**src/sr_ctrl_defs.svh**
```systemverilog
// constants for the self refresh control block
// assumes inclusion by the package and the main module only
`ifndef SR_CTRL_DEFS_SVH
`define SR_CTRL_DEFS_SVH
// ----------------------------------------
// register offsets (byte addresses)
// ----------------------------------------
`define OFS_MODE        8'h00
`define OFS_STATUS      8'h04
`define OFS_TIMING      8'h08
`define OFS_REFCNT      8'h0c
// ----------------------------------------
// mode register fields
// ----------------------------------------
`define MODE_RATE_LO    0
`define MODE_RATE_HI    1
`define MODE_ABORT_BIT  2
`define MODE_DLL_ON_BIT 3
`define MODE_PARK_BIT   4
`define MODE_PAR_BIT    5
`define MODE_RESET      8'h08
// ----------------------------------------
// timing
// ----------------------------------------
`define CLK_PERIOD_PS   4000
`define TRFC_PS         350000
`define TXS_EXTRA_PS    10000
`define TXS_CYC         (((`TRFC_PS + `TXS_EXTRA_PS) + `CLK_PERIOD_PS - 1) / `CLK_PERIOD_PS)
`define TXSFAST_DEF     16'd60
`define TXSABORT_DEF    16'd60
`define TXSDLL_DEF      16'd768
`define TCKE_DEF        16'd2
`define REF_INTERVAL    16'd1950
`endif

```
**src/sr_ctrl_pkg.sv**
```systemverilog
// types for the self refresh control block
// assumes sr_ctrl_defs.svh is on the include path
package sr_ctrl_pkg;
  `include "sr_ctrl_defs.svh"
  typedef enum logic [3:0] {
    ST_IDLE   = 4'b0001,
    ST_SELF   = 4'b0010,
    ST_EXIT   = 4'b0100,
    ST_NOPWIN = 4'b1000
  } sr_state_t;
  typedef enum logic [1:0] {
    RATE_NORMAL  = 2'b00,
    RATE_REDUCED = 2'b01,
    RATE_EXTEND  = 2'b10,
    RATE_AUTO    = 2'b11
  } rate_t;
endpackage : sr_ctrl_pkg

```
**src/sr_cmd_decode.sv**
```systemverilog
// command decoder for the ddr command pins
// assumes pins already registered on the rising clock edge
module sr_cmd_decode (
  input  wire logic i_cs_n,
  input  wire logic i_act_n,
  input  wire logic i_ras_n,
  input  wire logic i_cas_n,
  input  wire logic i_we_n,
  input  wire logic i_cke,
  output logic      o_sre,
  output logic      o_ref,
  output logic      o_des,
  output logic      o_nop
);
  assign o_sre = !i_cs_n && i_act_n && !i_ras_n && !i_cas_n && i_we_n && !i_cke;
  assign o_ref = !i_cs_n && i_act_n && !i_ras_n && !i_cas_n && i_we_n && i_cke;
  assign o_des = i_cs_n;
  assign o_nop = !i_cs_n && i_act_n && i_ras_n && i_cas_n && i_we_n;
endmodule : sr_cmd_decode

```
**src/sr_down_counter.sv**
```systemverilog
// loadable down counter with a done flag
// assumes one synchronous active high reset
module sr_down_counter (
  input  wire logic        i_ref_clk,
  input  wire logic        i_sys_rst,
  input  wire logic        i_load,
  input  wire logic [15:0] i_value,
  output logic             o_done
);
  logic [15:0] cnt_reg;
  always_ff @(posedge i_ref_clk) begin
    if (i_sys_rst) begin
      cnt_reg <= 16'h0000;
    end else if (i_load) begin
      cnt_reg <= i_value;
    end else if (cnt_reg != 16'h0000) begin
      cnt_reg <= cnt_reg - 16'h0001;
    end
  end
  assign o_done = (cnt_reg == 16'h0000);
endmodule : sr_down_counter

```
**src/sr_ctrl.sv**
```systemverilog
// self refresh entry and exit control inside the dram
// assumes synchronous pins on i_ref_clk and a classic wishbone master
// How it works
// - entry decoded: cs, ras, cas, cke low with we and act high.
// - termination high impedance in self refresh; park restored during dll window.
// - dll off at entry; re-enabled with reset at exit.
// - in self refresh with cke low the state follows only cke and reset; sre before the first internal refresh sets the error.
// - internal refresh starts within tcke, own timer, internal clock gated.
// - exit is cke registered high with deselect.
// - txs equals trfc plus 10 ns.
// - abort mode cancels refresh, no counter advance, txs_abort applies.
// - two rate bits: normal, reduced, extended, automatic.
// - nop exit allowed without parity; fast and abort timings unused.
`include "sr_ctrl_defs.svh"
module sr_ctrl
  import sr_ctrl_pkg::*;
(
  input  wire logic        i_ref_clk,
  input  wire logic        i_sys_rst,
  input  wire logic        i_cke,
  input  wire logic        i_cs_n,
  input  wire logic        i_act_n,
  input  wire logic        i_ras_n,
  input  wire logic        i_cas_n,
  input  wire logic        i_we_n,
  input  wire logic        i_odt,
  input  wire logic [1:0]  i_temp_zone,
  input  wire logic        i_wb_cyc,
  input  wire logic        i_wb_stb,
  input  wire logic        i_wb_we,
  input  wire logic [7:0]  i_wb_adr,
  input  wire logic [3:0]  i_wb_sel,
  input  wire logic [31:0] i_wb_dat,
  output logic [31:0]      o_wb_dat,
  output logic             o_wb_ack,
  output logic             o_in_self_refresh,
  output logic             o_int_clk_en,
  output logic             o_int_refresh,
  output logic             o_dll_enable,
  output logic             o_dll_reset,
  output logic             o_rtt_park_on,
  output logic             o_odt_enable,
  output logic             o_ok_fast,
  output logic             o_ok_nodll,
  output logic             o_ok_dll,
  output logic             o_proto_error
);
  import sr_ctrl_pkg::*;

  // ----------------------------------------
  // state
  // ----------------------------------------
  sr_state_t   state_reg, state_next;
  logic [7:0]  mode_reg;
  logic [15:0] txsdll_reg;
  logic [15:0] refcnt_reg;
  logic [15:0] ref_tmr_reg;
  logic        first_ref_reg;
  logic        ack_reg;
  logic [31:0] rdat_reg;
  logic        err_reg;
  logic        need_ref_reg;
  logic        ref_busy_reg;
  logic [1:0]  rate_reg;

  // ----------------------------------------
  // command decode
  // ----------------------------------------
  logic dec_sre;
  logic dec_ref;
  logic dec_des;
  logic dec_nop;
  sr_cmd_decode u_dec (
    .i_cs_n  (i_cs_n),
    .i_act_n (i_act_n),
    .i_ras_n (i_ras_n),
    .i_cas_n (i_cas_n),
    .i_we_n  (i_we_n),
    .i_cke   (i_cke),
    .o_sre   (dec_sre),
    .o_ref   (dec_ref),
    .o_des   (dec_des),
    .o_nop   (dec_nop)
  );

  wire st_idle   = (state_reg == ST_IDLE);
  wire st_self   = (state_reg == ST_SELF);
  wire st_exit   = (state_reg == ST_EXIT);
  wire st_nopwin = (state_reg == ST_NOPWIN);
  wire abort_on  = mode_reg[`MODE_ABORT_BIT];
  wire dll_on    = mode_reg[`MODE_DLL_ON_BIT];
  wire park_on   = mode_reg[`MODE_PARK_BIT];
  wire par_on    = mode_reg[`MODE_PAR_BIT];

  wire enter_sr  = !st_self && dec_sre && !(need_ref_reg && !st_idle);
  wire nop_exit  = dec_nop && !par_on;
  wire exit_sr   = st_self && i_cke && (dec_des || nop_exit);
  wire wb_req    = i_wb_cyc && i_wb_stb && !ack_reg;
  wire wb_wr     = wb_req && i_wb_we;

  // ----------------------------------------
  // exit timers
  // ----------------------------------------
  logic done_fast;
  logic done_xs;
  logic done_dll;
  logic done_nop;
  wire [15:0] txs_val  = (abort_on && !nop_exit) ? `TXSABORT_DEF : 16'(`TXS_CYC);
  wire [15:0] fast_val = nop_exit ? 16'(`TXS_CYC) : `TXSFAST_DEF;

  sr_down_counter u_fast (
    .i_ref_clk (i_ref_clk),
    .i_sys_rst (i_sys_rst),
    .i_load    (exit_sr),
    .i_value   (fast_val),
    .o_done    (done_fast)
  );
  sr_down_counter u_xs (
    .i_ref_clk (i_ref_clk),
    .i_sys_rst (i_sys_rst),
    .i_load    (exit_sr),
    .i_value   (txs_val),
    .o_done    (done_xs)
  );
  sr_down_counter u_dll (
    .i_ref_clk (i_ref_clk),
    .i_sys_rst (i_sys_rst),
    .i_load    (exit_sr),
    .i_value   (txsdll_reg),
    .o_done    (done_dll)
  );
  sr_down_counter u_nop (
    .i_ref_clk (i_ref_clk),
    .i_sys_rst (i_sys_rst),
    .i_load    (exit_sr && nop_exit),
    .i_value   (`TCKE_DEF),
    .o_done    (done_nop)
  );

  // ----------------------------------------
  // next state
  // ----------------------------------------
  always_comb begin
    state_next = state_reg;
    unique case (state_reg)
      ST_IDLE: begin
        if (enter_sr) begin
          state_next = ST_SELF;
        end
      end
      ST_SELF: begin
        if (exit_sr) begin
          state_next = nop_exit ? ST_NOPWIN : ST_EXIT;
        end
      end
      ST_NOPWIN: begin
        if (done_nop) begin
          state_next = ST_EXIT;
        end
      end
      ST_EXIT: begin
        if (enter_sr) begin
          state_next = ST_SELF;
        end else if (done_dll && done_xs) begin
          state_next = ST_IDLE;
        end
      end
      default: state_next = ST_IDLE;
    endcase
  end

  // ----------------------------------------
  // protocol watch on the controller side
  // ----------------------------------------
  wire early_re  = enter_sr && (st_exit || st_nopwin) && (!done_xs || need_ref_reg);
  wire bad_des   = st_exit && !done_xs && !dec_des && !dec_sre;
  wire bad_cke   = st_exit && !done_dll && !i_cke && !dec_sre;
  wire bad_odt   = st_exit && dll_on && !done_dll && i_odt;
  wire bad_nop   = st_nopwin && !dec_nop;
  wire bad_first = st_self && !i_cke && !first_ref_reg && dec_sre;

  // ----------------------------------------
  // internal refresh timer
  // ----------------------------------------
  wire ref_tick = st_self && (ref_tmr_reg == 16'h0000);
  wire [15:0] ref_reload = (rate_reg == RATE_REDUCED) ? (`REF_INTERVAL << 1) :
                           (rate_reg == RATE_EXTEND)  ? (`REF_INTERVAL >> 1) :
                           (rate_reg == RATE_AUTO)    ? (`REF_INTERVAL >> i_temp_zone) :
                           `REF_INTERVAL;
  wire abort_cut = exit_sr && abort_on && !nop_exit && ref_busy_reg;

  always_ff @(posedge i_ref_clk) begin
    if (i_sys_rst) begin
      state_reg <= ST_IDLE;
    end else begin
      state_reg <= state_next;
    end
  end

  always_ff @(posedge i_ref_clk) begin
    if (i_sys_rst || !st_self) begin
      ref_tmr_reg   <= `TCKE_DEF - 16'h0001;
      first_ref_reg <= 1'b0;
    end else if (ref_tick) begin
      ref_tmr_reg   <= ref_reload;
      first_ref_reg <= 1'b1;
    end else begin
      ref_tmr_reg   <= ref_tmr_reg - 16'h0001;
    end
  end

  always_ff @(posedge i_ref_clk) begin
    if (i_sys_rst) begin
      refcnt_reg   <= 16'h0000;
      ref_busy_reg <= 1'b0;
    end else if (abort_cut) begin
      ref_busy_reg <= 1'b0;
    end else if (ref_tick) begin
      ref_busy_reg <= 1'b1;
    end else if (ref_busy_reg) begin
      refcnt_reg   <= refcnt_reg + 16'h0001;
      ref_busy_reg <= 1'b0;
    end
  end

  always_ff @(posedge i_ref_clk) begin
    if (i_sys_rst) begin
      need_ref_reg <= 1'b0;
    end else if (exit_sr) begin
      need_ref_reg <= 1'b1;
    end else if (dec_ref && done_xs) begin
      need_ref_reg <= 1'b0;
    end
  end

  always_ff @(posedge i_ref_clk) begin
    if (i_sys_rst) begin
      rate_reg <= RATE_NORMAL;
    end else if (enter_sr) begin
      rate_reg <= rate_t'(mode_reg[`MODE_RATE_HI:`MODE_RATE_LO]);
    end
  end

  always_ff @(posedge i_ref_clk) begin
    if (i_sys_rst) begin
      err_reg <= 1'b0;
    end else if (early_re || bad_des || bad_cke || bad_odt || bad_nop || bad_first) begin
      err_reg <= 1'b1;
    end else if (wb_wr && i_wb_adr == `OFS_STATUS && i_wb_dat[8]) begin
      err_reg <= 1'b0;
    end
  end

  // ----------------------------------------
  // wishbone slave
  // ----------------------------------------
  wire sel_mode   = (i_wb_adr == `OFS_MODE);
  wire sel_status = (i_wb_adr == `OFS_STATUS);
  wire sel_timing = (i_wb_adr == `OFS_TIMING);
  wire sel_refcnt = (i_wb_adr == `OFS_REFCNT);
  wire [31:0] status_word = {23'h000000, err_reg, need_ref_reg, done_dll, done_xs, done_fast,
                             state_reg};
  wire [31:0] rd_mux = sel_mode   ? {24'h000000, mode_reg} :
                       sel_status ? status_word :
                       sel_timing ? {16'h0000, txsdll_reg} :
                       sel_refcnt ? {16'h0000, refcnt_reg} : 32'h00000000;
  wire mode_wr_ok = !st_self || (mode_reg[`MODE_RATE_HI:`MODE_RATE_LO] == RATE_AUTO);

  always_ff @(posedge i_ref_clk) begin
    if (i_sys_rst) begin
      ack_reg  <= 1'b0;
      rdat_reg <= 32'h00000000;
    end else begin
      ack_reg  <= wb_req;
      rdat_reg <= rd_mux;
    end
  end

  always_ff @(posedge i_ref_clk) begin
    if (i_sys_rst) begin
      mode_reg   <= `MODE_RESET;
      txsdll_reg <= `TXSDLL_DEF;
    end else begin
      if (wb_wr && sel_mode && i_wb_sel[0] && mode_wr_ok) begin
        mode_reg <= i_wb_dat[7:0];
      end
      if (wb_wr && sel_timing && i_wb_sel[0]) begin
        txsdll_reg[7:0] <= i_wb_dat[7:0];
      end
      if (wb_wr && sel_timing && i_wb_sel[1]) begin
        txsdll_reg[15:8] <= i_wb_dat[15:8];
      end
    end
  end

  // ----------------------------------------
  // outputs
  // ----------------------------------------
  assign o_wb_ack          = ack_reg;
  assign o_wb_dat          = rdat_reg;
  assign o_in_self_refresh = st_self;
  assign o_int_clk_en      = !st_self;
  assign o_int_refresh     = ref_busy_reg;
  assign o_dll_enable      = dll_on && !st_self;
  assign o_dll_reset       = st_exit && dll_on && !done_dll;
  assign o_rtt_park_on     = park_on && !st_self;
  assign o_odt_enable      = !st_self && !(st_exit && !done_dll) && !st_nopwin;
  assign o_ok_fast         = st_idle || (st_exit && done_fast);
  assign o_ok_nodll        = st_idle || (st_exit && done_xs);
  assign o_ok_dll          = st_idle || (st_exit && done_dll && done_xs);
  assign o_proto_error     = err_reg;
endmodule : sr_ctrl

```
**config.mk**
```make
export PLATFORM = sky130hd
export DESIGN_NAME = sr_ctrl
export DESIGN_NICKNAME = d
export VERILOG_FILES = /design/src/sr_ctrl_pkg.sv /design/src/sr_cmd_decode.sv /design/src/sr_down_counter.sv /design/src/sr_ctrl.sv
export VERILOG_INCLUDE_DIRS = /design/src
export SDC_FILE = /design/constraint.sdc
export NUM_CORES = 1
export LEC_CHECK = 0
export ABC_AREA = 1
export BUFFER_PORTS_ARGS = -buffer_cell sky130_fd_sc_hd__buf_2
export CAP_MARGIN = 15
export CORE_MARGIN = 2
export CORE_UTILIZATION = 45
export DETAILED_ROUTE_END_ITERATION = 12
export GPL_TIMING_DRIVEN = 0
export PLACE_DENSITY = 0.68
export RECOVER_POWER = 25
export SLEW_MARGIN = 20
export SYNTH_ARGS = -nofsm -noshare
export SYNTH_HDL_FRONTEND = slang
export SYNTH_SLANG_ARGS = --single-unit
```
**constraint.sdc**
```tcl
create_clock -name i_ref_clk -period 1.66 [get_ports i_ref_clk]
set_clock_uncertainty 0.15 [all_clocks]
set_input_delay 0.166 -clock i_ref_clk [delete_from_list [all_inputs] [get_ports i_ref_clk]]
set_output_delay 0.166 -clock i_ref_clk [all_outputs]
set_load 0.01 [all_outputs]
```
==> run_summary.xml <==
<?xml version="1.0" encoding="UTF-8"?>
<metrics>
  <group name="status">
    <metric name="run_status" unit="">complete, but fails checks</metric>
    <metric name="failed_checks" unit="">negative setup slack</metric>
  </group>
  <group name="routing">
    <metric name="drcViolationCount" unit="">0</metric>
    <metric name="drt-vias-per-instance" unit="">5.39</metric>
    <metric name="wl" unit="mm">25.9</metric>
    <metric name="first_pass_iters" unit="">5</metric>
    <metric name="ant_nets" unit="">0</metric>
    <metric name="routed-via-count" unit="">8695</metric>
    <metric name="wire_per_inst" unit="um">16.1</metric>
    <metric name="first_iter_violations" unit="">675</metric>
  </group>
  <group name="place">
    <metric name="post-place-cells" unit="">1468</metric>
    <metric name="detailedPlace.worstSlack" unit="ns">-0.495</metric>
    <metric name="dpl.hpwl" unit="mm">16.2</metric>
    <metric name="place.gp.congestion" unit="">0.913</metric>
    <metric name="count_of_buffers_inserted_at_the_top_level_ports" unit="">66</metric>
  </group>
  <group name="worst_setup_path">
    <metric name="cp_data_required_time" unit="ns">1.34</metric>
    <metric name="crit_path_frequent_cell" unit="">inv_2</metric>
    <metric name="worstPathMaxFanout" unit="">2</metric>
    <metric name="cpPeakStageDelay" unit="ns">0.33</metric>
    <metric name="rr_startpoint" unit="">state_reg[1]</metric>
    <metric name="regToRegEndpoint" unit="">u_fast.cnt_reg[1]</metric>
    <metric name="end_kind" unit="">output pin</metric>
    <metric name="rr_worst_depth" unit="">13</metric>
    <metric name="cp_cell_sequence" unit="">inv_2 -&gt; ha_4 -&gt; inv_2 -&gt; nor2_2 -&gt; nand4_1 -&gt; nor2_2 -&gt; inv_2 -&gt; o21ai_2 -&gt; buf_2</metric>
    <metric name="ff2ff_setup_slack" unit="ns">-0.30</metric>
    <metric name="crit_path_top_delay_cell" unit="">dfxtp_2</metric>
    <metric name="critPathLaunchType" unit="">flip-flop</metric>
    <metric name="timing.setup.critical_path_class" unit="">reg2out</metric>
    <metric name="critPathArrivalTime" unit="ns">1.82</metric>
  </group>
  <group name="clock_tree">
    <metric name="cts_tree" unit="">built</metric>
    <metric name="ctsRootBufferMaster" unit="">clkbuf_16</metric>
    <metric name="cts.reportedPaths.clkPinSlew" unit="ns">0.06</metric>
    <metric name="worst_skew_pair.late_latency" unit="ns">0.44</metric>
    <metric name="number_of_levels_in_the_clock_h_tree" unit="">4</metric>
    <metric name="numCtsBuffers" unit="">17</metric>
    <metric name="ctsLongestPathBuffers" unit="">2</metric>
    <metric name="cts_sinks" unit="">147</metric>
  </group>
  <group name="floorplanning">
    <metric name="num_io_pins" unit="">102</metric>
    <metric name="starting_density_of_the_core" unit="%">45.9</metric>
    <metric name="die_width" unit="um">137</metric>
    <metric name="floorplan.die_area" unit="um2">18700</metric>
    <metric name="floorplan.core_area" unit="um2">17200</metric>
    <metric name="row_count" unit="">48</metric>
    <metric name="fp.dieH" unit="um">137</metric>
  </group>
  <group name="synth">
    <metric name="synth.yosys.seq_area_share" unit="%">37.2</metric>
    <metric name="synth-main-ff-cell" unit="">dfxtp_1</metric>
    <metric name="postSynthCellCount" unit="">1162</metric>
    <metric name="yosys_warning_count" unit="">0</metric>
    <metric name="async_reset_ff_share" unit="%">0</metric>
    <metric name="synth.ff_latch_count" unit="">147</metric>
    <metric name="synth_area" unit="um2">7910</metric>
    <metric name="postSynthAreaPerCell" unit="um2">6.81</metric>
    <metric name="synth-edff-count" unit="">0</metric>
    <metric name="ys_types" unit="">43</metric>
  </group>
  <group name="power">
    <metric name="p_leak" unit="nW">4.90</metric>
    <metric name="net-switching-power" unit="mW">7.82</metric>
    <metric name="combPwrFrac" unit="%">51.4</metric>
    <metric name="total_power" unit="mW">18.5</metric>
    <metric name="sequentialPowerShare" unit="%">27.1</metric>
    <metric name="vdd.ir_drop.worst" unit="V">0.00102</metric>
    <metric name="power_density" unit="nW/um2">1630</metric>
    <metric name="internal_power" unit="mW">10.7</metric>
    <metric name="power_switching_share" unit="%">42.2</metric>
    <metric name="power.clock.fraction" unit="%">21.5</metric>
  </group>
  <group name="timing">
    <metric name="fin_ws" unit="ns">-0.473</metric>
    <metric name="fin_hold_ws" unit="ns">0.0191</metric>
    <metric name="tightest_slew_margin_relative_to_the_limit" unit="%">27.5</metric>
    <metric name="setup_viol_count_final" unit="">127</metric>
    <metric name="final.period_utilization" unit="%">129</metric>
    <metric name="post-route-min-period" unit="ns">2.13</metric>
    <metric name="max_clock_freq" unit="GHz">0.469</metric>
    <metric name="timing.final.hold_violations" unit="">0</metric>
    <metric name="worst_pin_slew" unit="ns">1.09</metric>
    <metric name="timing_max_transition_violations_final" unit="">0</metric>
    <metric name="rsz0062_at_grt" unit="">true</metric>
  </group>
  <group name="cells_and_area">
    <metric name="antenna_diode_count" unit="">0</metric>
    <metric name="syn_to_final_growth" unit="%">43.6</metric>
    <metric name="layout.cells.non_filler" unit="">1613</metric>
    <metric name="layout-drive-gt1-share" unit="%">33.7</metric>
    <metric name="final_net_count" unit="">1444</metric>
  </group>
  <group name="worst_hold_path">
    <metric name="holdCritPathClass" unit="">in2reg</metric>
    <metric name="whs_path_depth" unit="">4</metric>
    <metric name="hold_start" unit="">i_wb_adr[3]</metric>
    <metric name="min_to" unit="">o_wb_dat[5]</metric>
  </group>
  <group name="global_routing">
    <metric name="grt_pass1_wl" unit="mm">36.9</metric>
    <metric name="grt_antenna_before_repair" unit="">0</metric>
    <metric name="maximum_number_of_pins_on_one_net_before_global_route_repair" unit="">17</metric>
    <metric name="groute.usage.overall" unit="%">25.3</metric>
    <metric name="first_global_vias" unit="">7704</metric>
    <metric name="global_route.overflow_total" unit="">0</metric>
  </group>
  <group name="flow_run">
    <metric name="max_cap_viol_count" unit="">0</metric>
  </group>
</metrics>
[how the worst max path moves through the flow]
stage                       from           end  slack [ns]  depth (start not counted)
6_report        u_dll.cnt_reg[0]      o_ok_dll       -0.47                          9
5_1_grt         u_dll.cnt_reg[0]      o_ok_dll       -0.56                          9
4_1_cts          u_xs.cnt_reg[1]      o_ok_dll       -0.44                          9
3_5_place_dp   u_fast.cnt_reg[1]     o_ok_fast       -0.50                          7
3_3_place_gp   u_fast.cnt_reg[1]     o_ok_fast       -0.47                          7
2_1_floorplan   u_nop.cnt_reg[0]  state_reg[1]      -0.002                         11
[stage by stage]
| stage | setup TNS (ns) | area [um2] | utilization (%) |
|---|---|---|---|
| floorplan | -0.00411 | 7980 | - |
| global placement | -24.64 | 8590 | 49.8 |
| detailed placement | -24.78 | 8590 | 49.8 |
| CTS | -5.01 | 10100 | 58.8 |
| global route | -29.19 | 11400 | 65.9 |
| finish | -21.33 | 11400 | 65.9 |
[power by group through the flow]
stage,logic (mW),registers (mW),clock network (mW)
final,9.52,5.02,3.98
after global routing,10.4,5.08,4.19
after CTS,7.42,4.90,4.00
after detailed placement,6.17,4.85,0
after global placement,6.08,4.85,0
after floorplan,4.96,4.71,0
[area by class of cell]
cell class	instances	area, um2
multi-input cells	870	5300
well taps	225	282
flip-flops and latches	147	2990
clock inverters	14	161
fillers	1380	5880
clock buffers	18	439
plain buffers	39	308
inverters	121	503
repair buffers	179	1370
[cell families (layout without fill, tap and decap cells)]
| logic type | count (synthesis) | in the layout | share of synthesized area (%) |
|---|---|---|---|
| compound gates | 143 | 143 | 10.1 |
| flops | 147 | 147 | 37.2 |
| buf+inv | 160 | 371 | 8.91 |
| fa+ha+maj | 11 | 11 | 1.74 |
| simple gates | 641 | 641 | 35.5 |
| other cells | 1 | 16 | 0.0474 |
| xor+xnor | 59 | 59 | 6.53 |
[cells in the mapped netlist (all sizes together), types with 4 or more instances]
cell type / instances / area [um2]
a211oi: 10 / 75.1
a21oi: 70 / 350
a31oi: 6 / 37.5
buf: 28 / 206
clkbuf: 11 / 41.3
dfxtp: 147 / 2940
ha: 11 / 138
inv: 118 / 445
nand2: 287 / 1090
nand3: 69 / 388
nand3b: 4 / 30.0
nand4: 20 / 131
nor2: 207 / 807
nor3: 30 / 198
nor3b: 4 / 30.0
nor4: 19 / 125
o211ai: 4 / 30.0
o21ai: 42 / 218
xnor2: 17 / 149
xor2: 42 / 368
[worst max-delay path, delay by kind of cell, from the launching register on]
kind            cells  cell delay [ns]
flops               1             0.33
simple gates        3             0.38
buf+inv             4             0.35
fa+ha+maj           1             0.15
compound gates      1             0.17
[cells in the final DEF (no fill, tap or decap), types with 16 or more instances in the layout]
master         count
xnor2_1           16
dfxtp_2           25
dlygate4sd3_1     20
dfxtp_1          118
buf_2             57
nor2_1           142
nand2_2           38
nor2_2            33
o21ai_0           24
inv_1             88
a21oi_1           59
nand2_1          238
nor2_4            32
nand4_1           19
buf_4             83
xor2_1            41
clkbuf_16         19
nand3_1           54
buf_6             29
inv_2             22
clkbuf_1          19
conb_1            16
[layer usage]
metal / GRT usage (%) / up-vias / routed length, um
li1: - / 4164 / -
met1: 31.0 / 4060 / 10500
met2: 43.5 / 388 / 12800
met3: 5.00 / 83 / 1720
met4: 10.3 / 0 / 897
met5: 0 / - / 0
[timing repair]
action | in CTS | in global routing
resized for setup | 148 | 226
cloned | 2 | 4
setup endpoints to repair | 119 | 129
setup buffers | 42 | 47
pin swaps | 39 | 55
hold endpoints to repair | 28 | 1
hold buffers | 19 | 1
No activity file was read; power rests on OpenSTA's default activity.
